`src/rtl/uout_cfg.svh`:
```
// Address map, field layout, codes and reset values of the user output pin block
// Operation
// - Two pins, each with polarity: code 1 active low, code 2 active high.
// - First operand codes: 1-8 bins, 9 out, 10 high, 11 low, 12 pass, 13 fail.
// - Each pin stores operator: 1 first operand only, 2 AND, 3 OR.
// - Each pin stores second operand with the same thirteen codes as the first.
`ifndef UOUT_CFG_SVH
`define UOUT_CFG_SVH

`define UOUT_ADDR_W 8
`define UOUT_PIN0_CFG 8'h00
`define UOUT_PIN_STRIDE 8'h04
`define UOUT_STATUS 8'h08

`define UOUT_POL_POS 0
`define UOUT_OP_POS 4
`define UOUT_FIRST_POS 8
`define UOUT_SECOND_POS 12
`define UOUT_STAT_OUT_POS 16

`define UOUT_POL_LOW 2'h1
`define UOUT_POL_HIGH 2'h2
`define UOUT_OP_FIRST 2'h1
`define UOUT_OP_AND 2'h2
`define UOUT_OP_OR 2'h3
`define UOUT_CODE_MIN 4'h1
`define UOUT_CODE_MAX 4'hd
`define UOUT_JUDGE_W 13

`define UOUT_RST_POL 2'h1
`define UOUT_RST_OP 2'h1
`define UOUT_RST_FIRST 4'hc
`define UOUT_RST_SECOND 4'hd
`define UOUT_RST_PIN 1'b1

`define UOUT_RESP_OKAY 2'h0
`define UOUT_RESP_SLVERR 2'h2

`endif

```
`src/rtl/uout_pkg.sv`:
```
// Types shared by the user output pin block
package uout_pkg;
  `include "uout_cfg.svh"
  typedef enum logic [1:0] {
    POL_ACT_LOW = `UOUT_POL_LOW,
    POL_ACT_HIGH = `UOUT_POL_HIGH
  } polarity_t;
  typedef enum logic [1:0] {
    OP_FIRST_ONLY = `UOUT_OP_FIRST,
    OP_AND = `UOUT_OP_AND,
    OP_OR = `UOUT_OP_OR
  } logic_op_t;
  typedef logic [3:0] operand_t;
  typedef logic [`UOUT_JUDGE_W-1:0] judge_t;
endpackage

```
`src/rtl/pin_if.sv`:
```
// Configuration and result of one user output pin
`timescale 1ns/1ps
interface pin_if;
  uout_pkg::polarity_t polarity;
  uout_pkg::logic_op_t op;
  uout_pkg::operand_t first_operand_select;
  uout_pkg::operand_t second_operand_select;
  uout_pkg::judge_t judge;
  logic level;
  modport eval (input polarity, input op, input first_operand_select, input second_operand_select,
    input judge, output level);
  modport ctrl (output polarity, output op, output first_operand_select, output second_operand_select,
    output judge, input level);
endinterface

```
`src/rtl/pin_eval.sv`:
```
// Combines the selected judgement results of one pin into its pin level
`timescale 1ns/1ps
`include "uout_cfg.svh"
module pin_eval (
  // Pin configuration and judgement
  pin_if.eval pin
);
  import uout_pkg::*;

  // Judgement bit 0 is bin1, codes count from one
  function automatic logic pick(input operand_t code, input judge_t res);
    logic hit;
    hit = 1'b0;
    if (code >= `UOUT_CODE_MIN && code <= `UOUT_CODE_MAX) begin
      hit = res[code - `UOUT_CODE_MIN];
    end
    return hit;
  endfunction

  logic a_bit;
  logic b_bit;
  logic truth;

  always_comb begin
    a_bit = pick(pin.first_operand_select, pin.judge);
    b_bit = pick(pin.second_operand_select, pin.judge);
    unique case (pin.op)
      OP_AND: truth = a_bit & b_bit;
      OP_OR: truth = a_bit | b_bit;
      default: truth = a_bit;
    endcase
    pin.level = (pin.polarity == POL_ACT_HIGH) ? truth : ~truth;
  end
endmodule // pin_eval

```
`src/rtl/user_output_pin_logic.sv`:
```
// User output pins with AXI4-Lite configuration registers
`timescale 1ns/1ps
`include "uout_cfg.svh"
module user_output_pin_logic #(
  parameter int NUM_PINS = 2,
  parameter int ADDR_W = `UOUT_ADDR_W
) (
  // Clock and reset
  input wire logic CLK_SYS,
  input wire logic RST_B,
  // Judgement results, same clock domain
  input wire logic JUDGE_STB,
  input wire uout_pkg::judge_t JUDGE_RES,
  // Handler pins
  output logic [NUM_PINS-1:0] USER_OUT,
  // AXI4-Lite write address and data
  input wire logic [ADDR_W-1:0] AWADDR,
  input wire logic AWVALID,
  output logic AWREADY,
  input wire logic [31:0] WDATA,
  input wire logic [3:0] WSTRB,
  input wire logic WVALID,
  output logic WREADY,
  // AXI4-Lite write response
  output logic [1:0] BRESP,
  output logic BVALID,
  input wire logic BREADY,
  // AXI4-Lite read
  input wire logic [ADDR_W-1:0] ARADDR,
  input wire logic ARVALID,
  output logic ARREADY,
  output logic [31:0] RDATA,
  output logic [1:0] RRESP,
  output logic RVALID,
  input wire logic RREADY
);
  import uout_pkg::*;

  if (NUM_PINS < 1 || NUM_PINS > 2) begin : g_bad_pins
    $error("NUM_PINS must be 1 or 2, the address map holds two pin registers");
  end
  if (ADDR_W < `UOUT_ADDR_W) begin : g_bad_addr
    $error("ADDR_W too narrow for the register map");
  end

  // Pin index of a config register, or -1 when the address is no pin register
  function automatic int pin_of(input logic [ADDR_W-1:0] addr);
    int idx;
    idx = -1;
    for (int i = 0; i < NUM_PINS; i++) begin
      if (addr[`UOUT_ADDR_W-1:0] == `UOUT_PIN0_CFG + 8'(i) * `UOUT_PIN_STRIDE && addr[1:0] == 2'h0) begin
        idx = i;
      end
    end
    return idx;
  endfunction

  function automatic logic code_ok(input operand_t code);
    return code >= `UOUT_CODE_MIN && code <= `UOUT_CODE_MAX;
  endfunction

  polarity_t pol_r [NUM_PINS];
  logic_op_t op_r [NUM_PINS];
  operand_t first_r [NUM_PINS];
  operand_t second_r [NUM_PINS];
  judge_t judge_r;
  logic [NUM_PINS-1:0] level;

  // Write channel state
  logic aw_full_r;
  logic w_full_r;
  logic [ADDR_W-1:0] awaddr_r;
  logic [31:0] wdata_r;
  logic [3:0] wstrb_r;
  logic wr_fire;
  logic aw_take;
  logic w_take;
  logic b_done;
  int wr_pin;

  assign aw_take = AWVALID && AWREADY;
  assign w_take = WVALID && WREADY;
  assign wr_fire = aw_full_r && w_full_r && !BVALID;
  assign b_done = BVALID && BREADY;
  assign wr_pin = pin_of(awaddr_r);

  // Address and data are taken in either order; one write in flight at a time
  always_ff @(posedge CLK_SYS or negedge RST_B) begin
    if (!RST_B) begin
      aw_full_r <= 1'b0;
      w_full_r <= 1'b0;
      awaddr_r <= '0;
      wdata_r <= 32'h0;
      wstrb_r <= 4'h0;
      AWREADY <= 1'b0;
      WREADY <= 1'b0;
    end else begin
      if (aw_take) begin
        aw_full_r <= 1'b1;
        awaddr_r <= AWADDR;
      end else if (wr_fire) begin
        aw_full_r <= 1'b0;
      end
      if (w_take) begin
        w_full_r <= 1'b1;
        wdata_r <= WDATA;
        wstrb_r <= WSTRB;
      end else if (wr_fire) begin
        w_full_r <= 1'b0;
      end
      AWREADY <= !aw_take && !(aw_full_r && !wr_fire) && !(BVALID && !b_done) && !wr_fire;
      WREADY <= !w_take && !(w_full_r && !wr_fire) && !(BVALID && !b_done) && !wr_fire;
    end
  end

  always_ff @(posedge CLK_SYS or negedge RST_B) begin
    if (!RST_B) begin
      BVALID <= 1'b0;
      BRESP <= `UOUT_RESP_OKAY;
    end else if (wr_fire) begin
      BVALID <= 1'b1;
      BRESP <= (wr_pin < 0) ? `UOUT_RESP_SLVERR : `UOUT_RESP_OKAY;
    end else if (b_done) begin
      BVALID <= 1'b0;
    end
  end

  // Illegal codes leave the field unchanged so the pin never sees an undefined setting
  always_ff @(posedge CLK_SYS or negedge RST_B) begin
    if (!RST_B) begin
      for (int i = 0; i < NUM_PINS; i++) begin
        pol_r[i] <= polarity_t'(`UOUT_RST_POL);
        op_r[i] <= logic_op_t'(`UOUT_RST_OP);
        first_r[i] <= `UOUT_RST_FIRST;
        second_r[i] <= `UOUT_RST_SECOND;
      end
    end else if (wr_fire && wr_pin >= 0) begin
      for (int i = 0; i < NUM_PINS; i++) begin
        if (i == wr_pin) begin
          if (wstrb_r[0]) begin
            if (wdata_r[`UOUT_POL_POS +: 2] inside {`UOUT_POL_LOW, `UOUT_POL_HIGH}) begin
              pol_r[i] <= polarity_t'(wdata_r[`UOUT_POL_POS +: 2]);
            end
            if (wdata_r[`UOUT_OP_POS +: 2] inside {`UOUT_OP_FIRST, `UOUT_OP_AND, `UOUT_OP_OR}) begin
              op_r[i] <= logic_op_t'(wdata_r[`UOUT_OP_POS +: 2]);
            end
          end
          if (wstrb_r[1]) begin
            if (code_ok(wdata_r[`UOUT_FIRST_POS +: 4])) begin
              first_r[i] <= wdata_r[`UOUT_FIRST_POS +: 4];
            end
            if (code_ok(wdata_r[`UOUT_SECOND_POS +: 4])) begin
              second_r[i] <= wdata_r[`UOUT_SECOND_POS +: 4];
            end
          end
        end
      end
    end
  end

  // Judgement is held for the status register until the next one; the pins evaluate JUDGE_RES directly
  always_ff @(posedge CLK_SYS or negedge RST_B) begin
    if (!RST_B) begin
      judge_r <= '0;
    end else if (JUDGE_STB) begin
      judge_r <= JUDGE_RES;
    end
  end

  for (genvar g = 0; g < NUM_PINS; g++) begin : g_pin
    pin_if pin ();
    assign pin.polarity = pol_r[g];
    assign pin.op = op_r[g];
    assign pin.first_operand_select = first_r[g];
    assign pin.second_operand_select = second_r[g];
    assign pin.judge = JUDGE_RES;
    assign level[g] = pin.level;
    pin_eval u_eval (
      .pin(pin.eval)
    );

    // Before any judgement each pin rests high, the deasserted level of the reset polarity (active low)
    always_ff @(posedge CLK_SYS or negedge RST_B) begin
      if (!RST_B) begin
        USER_OUT[g] <= `UOUT_RST_PIN;
      end else if (JUDGE_STB) begin
        USER_OUT[g] <= level[g];
      end
    end

    pin_follow_a: assert property (@(posedge CLK_SYS) disable iff (!RST_B)
      JUDGE_STB |=> USER_OUT[g] == $past(level[g]))
      else $error("pin level does not follow judgement");
    pin_hold_a: assert property (@(posedge CLK_SYS) disable iff (!RST_B)
      !JUDGE_STB |=> $stable(USER_OUT[g]))
      else $error("pin changed without judgement");
    pol_legal_a: assert property (@(posedge CLK_SYS) disable iff (!RST_B)
      pol_r[g] inside {POL_ACT_LOW, POL_ACT_HIGH})
      else $error("illegal polarity stored");
    first_legal_a: assert property (@(posedge CLK_SYS) disable iff (!RST_B)
      first_r[g] >= `UOUT_CODE_MIN && first_r[g] <= `UOUT_CODE_MAX)
      else $error("illegal first operand stored");
    op_legal_a: assert property (@(posedge CLK_SYS) disable iff (!RST_B)
      op_r[g] inside {OP_FIRST_ONLY, OP_AND, OP_OR})
      else $error("illegal operator stored");
    second_legal_a: assert property (@(posedge CLK_SYS) disable iff (!RST_B)
      second_r[g] >= `UOUT_CODE_MIN && second_r[g] <= `UOUT_CODE_MAX)
      else $error("illegal second operand stored");
    first_only_a: assert property (@(posedge CLK_SYS) disable iff (!RST_B)
      JUDGE_STB && op_r[g] == OP_FIRST_ONLY && pol_r[g] == POL_ACT_HIGH
      |=> USER_OUT[g] == $past(JUDGE_RES[first_r[g] - `UOUT_CODE_MIN]))
      else $error("first only operator does not pass first operand");
  end

  // Read channel
  function automatic logic [31:0] read_word(input logic [ADDR_W-1:0] addr);
    logic [31:0] w;
    int p;
    w = 32'h0;
    p = pin_of(addr);
    if (p >= 0) begin
      w[`UOUT_POL_POS +: 2] = pol_r[p];
      w[`UOUT_OP_POS +: 2] = op_r[p];
      w[`UOUT_FIRST_POS +: 4] = first_r[p];
      w[`UOUT_SECOND_POS +: 4] = second_r[p];
    end else if (addr[`UOUT_ADDR_W-1:0] == `UOUT_STATUS) begin
      w[`UOUT_JUDGE_W-1:0] = judge_r;
      w[`UOUT_STAT_OUT_POS +: NUM_PINS] = USER_OUT;
    end
    return w;
  endfunction

  function automatic logic addr_known(input logic [ADDR_W-1:0] addr);
    return pin_of(addr) >= 0 || addr[`UOUT_ADDR_W-1:0] == `UOUT_STATUS;
  endfunction

  always_ff @(posedge CLK_SYS or negedge RST_B) begin
    if (!RST_B) begin
      ARREADY <= 1'b0;
      RVALID <= 1'b0;
      RDATA <= 32'h0;
      RRESP <= `UOUT_RESP_OKAY;
    end else if (ARVALID && ARREADY) begin
      ARREADY <= 1'b0;
      RVALID <= 1'b1;
      RDATA <= read_word(ARADDR);
      RRESP <= addr_known(ARADDR) ? `UOUT_RESP_OKAY : `UOUT_RESP_SLVERR;
    end else if (RVALID && RREADY) begin
      RVALID <= 1'b0;
    end else if (!RVALID) begin
      ARREADY <= 1'b1;
    end
  end

  // A second write must not be taken while the response of the first is pending
  bresp_after_a: assert property (@(posedge CLK_SYS) disable iff (!RST_B)
    wr_fire |=> BVALID && !AWREADY && !WREADY)
    else $error("write response missing or new write accepted");
endmodule // user_output_pin_logic

```
`config.mk`:
```
export PLATFORM = sky130hd
export DESIGN_NAME = user_output_pin_logic
export DESIGN_NICKNAME = d
export VERILOG_FILES = /design/src/rtl/uout_pkg.sv /design/src/rtl/pin_if.sv /design/src/rtl/pin_eval.sv /design/src/rtl/user_output_pin_logic.sv
export VERILOG_INCLUDE_DIRS = /design/src /design/src/rtl
export SDC_FILE = /design/constraint.sdc
export NUM_CORES = 1
export LEC_CHECK = 0
export ABC_CLOCK_PERIOD_IN_PS = 4500
export BUFFER_PORTS_ARGS = -buffer_cell sky130_fd_sc_hd__buf_4
export CAP_MARGIN = 25
export CORE_MARGIN = 4
export CORE_UTILIZATION = 48
export CTS_BUF_LIST = sky130_fd_sc_hd__clkbuf_4 sky130_fd_sc_hd__clkbuf_8
export DETAILED_ROUTE_END_ITERATION = 12
export GPL_TIMING_DRIVEN = 0
export PLACE_DENSITY = 0.85
export SETUP_SLACK_MARGIN = 0.15
export SLEW_MARGIN = 20
export SYNTH_ARGS = -nofsm -noshare
export SYNTH_HDL_FRONTEND = slang
export SYNTH_SLANG_ARGS = --single-unit
```
`constraint.sdc`:
```
create_clock -name CLK_SYS -period 4.5 [get_ports CLK_SYS]
set_input_delay 0.675 -clock CLK_SYS [delete_from_list [all_inputs] [get_ports CLK_SYS]]
set_output_delay 0.675 -clock CLK_SYS [all_outputs]
set_load 0.01 [all_outputs]
```
# --- After elaboration in Yosys (flattened, before gate mapping) ---
# Index checks and enable logic that the tools add are counted.
word_totals:
  reg_bits: 94
  inputBits: 73
  out_inout_bits: 43
  word_cells: 182
op_classes:
  n_addsub: 4
  order_cmp: 20
  n_eq_ne: 17
  mux: 54
  bitwise_logic: 7
  reduce_logical: 56
op_table:
  columns: ["operator", "count"]
  rows:
  - ["2-to-1 mux 32 bit", 5]
  - ["greater-or-equal comparator 32 x 1 -> 1 bit, second input constant", 2]
  - ["== test 2 x 32 -> 1 bit, first input constant", 1]
  - ["greater-or-equal comparator 32 x 2 -> 1 bit, second input constant", 1]
  - ["zero test 32 bit", 1]
  - ["less-than comparator 32 x 1 -> 1 bit, second input constant", 1]
  - ["inverter 32 bit", 1]
  - ["AND reduction 4 bit", 8]
  - ["2-to-1 mux 2 bit", 14]
  - ["logical AND 1 bit", 27]
  - ["greater-or-equal comparator 4 x 1 -> 1 bit, second input constant", 6]
  - ["less-or-equal comparator 4 bit, second input constant", 6]
  - ["2-to-1 mux 4 bit", 6]
  - ["less-than comparator 4 x 5 -> 1 bit, second input constant", 4]
  - ["2-to-1 mux 1 bit", 20]
  - ["== test 2 bit, second input constant", 9]
  - ["binary-select mux 1 bit (select 4 bit)", 4]
  - ["== test 8 x 3 -> 1 bit, second input constant", 2]
  - ["zero test 8 bit", 2]
  - ["subtractor 4 x 1 -> 4 bit, second input constant", 4]
  - ["2-to-1 mux 13 bit", 1]
  - ["nonzero test 2 bit", 5]
  - ["== test 8 x 4 -> 1 bit, second input constant", 1]
  - ["zero test 1 bit", 8]
  - ["13 further kinds", 19]

# --- Logic depth before layout (Yosys ltp) ---
logic_depth:
  ltp_word: 10
  depth_mapped: 9
  ltp_nobuf: 8

# --- Cells and area by module ---
# From an unflattened synthesis, not the netlist that was laid out.
unflattened:
  cells_unflattened: 425
  area_unflattened_um2: 4885.9
modules_own_cells:
  columns: ["module", "n_inst", "cells_each", "area_per_inst_um2", "seq_area_each_um2"]
  rows:
  - ["user_output_pin_logic", 1, 282, 3758.6, 2222.1]
  - ["pin_eval (g_pin[0].u_eval)", 1, 74, 578.1, 0.0]
  - ["pin_eval (g_pin[1].u_eval)", 1, 69, 549.3, 0.0]

# --- Worst setup path before layout ---
# No wires, ideal clock.
synth_timing:
  kind: "register to register"
  from: "reg second_r (netlist bit g_pin[0].pin.second_operand_select[0])"
  to: "reg USER_OUT[0]"
  setup_ns: 0.088
  arrival_ns: 2.230
  required_time_ns: 4.412
  path_slack_ns: 2.182
  path_stages_with_launch: 10
  n_path_buf: 1
  period_less_slack_ns: 2.318
  path_cell_list: "dfstp_2 clkbuf_8 inv_1 ha_1 mux4_4 nand2_1 a221oi_2 o2111ai_1 a31oi_1 or3b_1"
synth_via:
  elab_chain_cells: 8
  elab_cells_between_ends: 12
  cone_classes: "add/sub (1); order compare (2); mux (5); bitwise (3); reduce/logical (1)"
synth_rtl:
  columns: ["item", "line", "text"]
  rows:
  - ["start: declaration", "user_output_pin_logic.sv:65", "operand_t second_r [NUM_PINS];"]
  - ["start signal: indexed assignment", "user_output_pin_logic.sv:135", "second_r[i] <= `UOUT_RST_SECOND;"]
  - ["start signal: indexed assignment", "user_output_pin_logic.sv:153", "second_r[i] <= wdata_r[`UOUT_SECOND_POS +: 4];"]
  - ["subtractor 4 x 1 -> 4 bit (no source line)", null, null]
  - ["binary-select mux 1 bit (select 4 bit)", "pin_eval.sv:15", "hit = res[code - `UOUT_CODE_MIN];"]
  - ["2-to-1 mux 1 bit", "pin_eval.sv:15", null]
  - ["2-to-1 mux 1 bit (*)", "pin_eval.sv:14", "if (code >= `UOUT_CODE_MIN && code <= `UOUT_CODE_MAX) begin"]
  - ["OR 1 bit or bitwise AND 1 bit (tied branches)", "pin_eval.sv:29, pin_eval.sv:28", null]
  - ["case mux 1 bit (2 select lines) (*)", "pin_eval.sv:27", "unique case (pin.op)"]
  - ["inverter 1 bit", "pin_eval.sv:32", "pin.level = (pin.polarity == POL_ACT_HIGH) ? truth : ~truth;"]
  - ["2-to-1 mux 1 bit (*)", "pin_eval.sv:32", null]
  - ["end signal: indexed assignment", "user_output_pin_logic.sv:185", "USER_OUT[g] <= `UOUT_RST_PIN;"]
  - ["end signal: indexed assignment", "user_output_pin_logic.sv:187", "USER_OUT[g] <= level[g];"]
  - ["end: declaration", "user_output_pin_logic.sv:15", "output logic [NUM_PINS-1:0] USER_OUT,"]
# Every way passes the cells marked *; elsewhere a longest branch is shown, timed or not. The select of a mux whose other input is x is not followed.
# A chain may end at the register's enable or synchronous reset.

# --- Final worst setup path ---
# Same ends and word-level chain as after synthesis.

==> results by group <==
Status
  • Status: completed

Clock tree
  • Clock root cell: clkbuf_8
  • Num Clock Sinks: 88
  • H-tree lvl count: 3
  • Num CTS Buffers: 9
  • Number of post-CTS setup repair buffers: 0
  • Clk buf depth: 2
  • Clock Pin Slew Worst Setup and Hold Paths: 0.08 ns
  • CTS tree: yes
  • Clk_lat worst skew: about 0.35 ns
  • Post_cts resized: 0
  • Hold buffers post-CTS: 0

Setup path
  • Critical path peak fanout: 8
  • Req. time, crit path: roughly 4.8 ns
  • CP Class: reg2reg
  • Crit. End Element: flip-flop
  • Critical path arrival: 2.84 ns
  • Setup crit start kind: flip-flop

Logic synthesis
  • Yosys reg bits: 88
  • Fraction of registers with async set/reset: 1.00
  • Mapped Cells: about 390
  • Post-synthesis sequential area ratio: 0.483
  • Mapped cell area: 4600 µm²
  • Synth cell types: slightly above 60
  • YS warnings: 0
  • Post-synth EDFFs: 0
  • Main synth FF type: dfrtp_1
  • Syn avg cell area: about 12 µm²

Power
  • Pwr/cell area: 406 nW/µm²
  • Total power: 2.27 mW
  • Leak: about 2.6 nW
  • Max VDD drop: ~0.28 mV

Floorplan
  • Die ar.: around 11000 µm²
  • CORE AREA: just over 9000 µm²
  • Core Rows: 35
  • Die H: 106 µm
  • Die Span X: between 100 and 150 µm
  • Num ports: roughly 120
  • Starting density of the core: 0.496

Drt
  • WL per Instance: ~16 µm
  • Via count: roughly 3400
  • Highest Signal Layer: met4
  • WL met2: 5.02 mm
  • Routed WL: around 10 mm
  • Drt pass-1 iters: 4
  • Wire length on met3: approximately 730 µm
  • # DRC: 0
  • Initial detailed-routing violation count: between 150 and 200
  • Via/cell ratio: roughly 5.4
  • Met1 Wirelength: approximately 4.2 mm
  • Remaining antenna violation count: 0

Global routing
  • Congestion Overflow GR: 0
  • First-pass GRT wire length: 16.5 mm
  • Pin count of the biggest net entering global routing: between 80 and 90
  • GRT Total Usage: 0.183
  • Initial antenna violation count: 0
  • Vias in the first global route: around 3400

Layout
  • Area of the multi-input gates: roughly 2200 µm²
  • Commonest non-fill, non-tap cells in the layout: buf_4 (90), dfrtp_1 (72), mux2_2 (49)
  • Post-route cell area: around 5600 µm²
  • Most common cell after layout, fill and taps aside: buf_4
  • Layout fillers: 751
  • Area occupied by registers: 2220 µm²
  • Layout cells sized above 1: 0.397
  • Nets: 570
  • N_diodes: 0
  • Area Growth Syn to Fin: 21.4%
  • Final core area utilization: 0.602

Timing
  • Worst slew pin tran: a little over 0.9 ns
  • Tmin final: 2.56 ns
  • Finish-stage setup viols: 0
  • FMAX: about 390 MHz
  • RSZ-0062 raised after global routing: false
  • Post-route setup TNS: 0 ns
  • Final period utilization: 0.569
  • Final Max Slew Viols: 0
  • Clk_skew: ~0.0093 ns
  • Max_slew headroom: 0.382
  • Final hold violations: 0

Placement
  • DP Wirelength: between 7 and 8 mm
  • IO Port Bufs: 75
  • Placed Area: approximately 5400 µm²
  • GPL Wtd Cong: 0.861

Flow run
  • Number of max-cap violations: 0

Worst hold path
  • Type of the most critical hold path: in2async
==> registers in the layout (all words and copies together), names as in the netlist, 2 cells and up <==
signal,count
RDATA,18
judge_r,13
wdata_r,12
awaddr_r,8
g_pin.pin.first_operand_select,8
g_pin.pin.second_operand_select,8
g_pin.pin.op,4
g_pin.pin.polarity,4
USER_OUT,2
wstrb_r,2
==> cell usage after synthesis, drive strengths merged, types with 3 or more instances <==
master	number	share of area
dfstp	16	0.091
nand2	30	0.024
mux4	10	0.050
mux2	49	0.12
nand3b	4	0.0065
mux2i	19	0.041
nor2b	4	0.0054
o21ai	23	0.025
nand2b	3	0.0041
nor2	8	0.0071
dfrtp	72	0.39
xnor2	4	0.0076
nor4	4	0.0054
ha	8	0.022
buf	20	0.033
clkbuf	11	0.011
nor3	4	0.0054
nand3	6	0.0065
a21o	3	0.0052
a31oi	3	0.0041
a22oi	10	0.016
nand4	3	0.0041
inv	19	0.016
or4	3	0.0057
a22o	8	0.015
a21oi	11	0.012
==> final timing paths <==
check | startpoint | end | slack, ns | cells past startpoint
max in group asynchronous | RST_B | judge_r[7] | 3.61 | 1
min in group CLK_SYS | RDATA[15] | RDATA[15] | 0.49 | 2
worst min-delay path | RST_B | awaddr_r[5] | 0.37 | 1
worst min register to register | RDATA[15] | RDATA[15] | 0.49 | 2
worst max-delay path | g_pin[0].pin.second_operand_select[0] | USER_OUT[0] | 1.94 | 9
worst max register to register | g_pin[0].pin.second_operand_select[0] | USER_OUT[0] | 1.94 | 9
==> critical path: stages (launching register included) <==
cell and delay (ns):
dfstp_2 0.54, clkbuf_8 0.16, inv_1 0.06, ha_1 0.37
mux4_4 0.31, nand2_1 0.06, a221oi_2 0.38, o2111ai_1 0.17
nand4_1 0.10, or3b_1 0.34
==> report_power, final <==
part	leakage (nW)	total (mW)	switching (mW)	internal [mW]
clock	0.101	0.546	0.269	0.277
combinational	1.38	0.600	0.273	0.326
sequential	1.07	1.12	0.157	0.964
total	2.55	2.27	0.699	1.57
==> final cells by class <==
| cell class | count | share of cell area |
|---|---|---|
| Inverter | 19 | 0.0128 |
| Tap cell | 129 | 0.0289 |
| Multi-Input combinational cell | 265 | 0.387 |
| Timing Repair Buffer | 75 | 0.101 |
| Buffer | 31 | 0.0365 |
| Clock inverter | 5 | 0.00986 |
| Sequential cell | 88 | 0.398 |
| Clock buffer | 11 | 0.0260 |
==> through the flow <==
stage / hold WS, ns / worst slack (ns) / cells
4_1_cts: 0.488 / 1.94 / 623
5_1_grt: 0.430 / 1.78 / 623
6_report: 0.373 / 1.94 / 623
3_5_place_dp: 0.456 / 1.85 / 607
2_1_floorplan: 0.379 / 2.18 / 403
3_3_place_gp: 0.462 / 1.92 / 607
==> routing by layer <==
metal,up-vias,GRT usage
li1,1595,-
met1,1662,0.230
met2,107,0.313
met3,7,0.0528
met4,0,0.0453
met5,-,0
==> cell families (layout without fill, tap and decap cells) <==
| family | after synthesis | after routing | synth area share |
|---|---|---|---|
| adders and majority gates | 8 | 8 | 0.0218 |
| and+or+nand+nor | 82 | 82 | 0.0976 |
| DFF | 88 | 88 | 0.483 |
| AOI/OAI and AO/OA | 75 | 75 | 0.114 |
| xor gates and xnor gates | 6 | 6 | 0.0114 |
| muxes | 78 | 78 | 0.212 |
| other | 1 | 16 | 0.000815 |
| buffers and inverters | 50 | 141 | 0.0598 |
(Power assumes the default switching activity.)
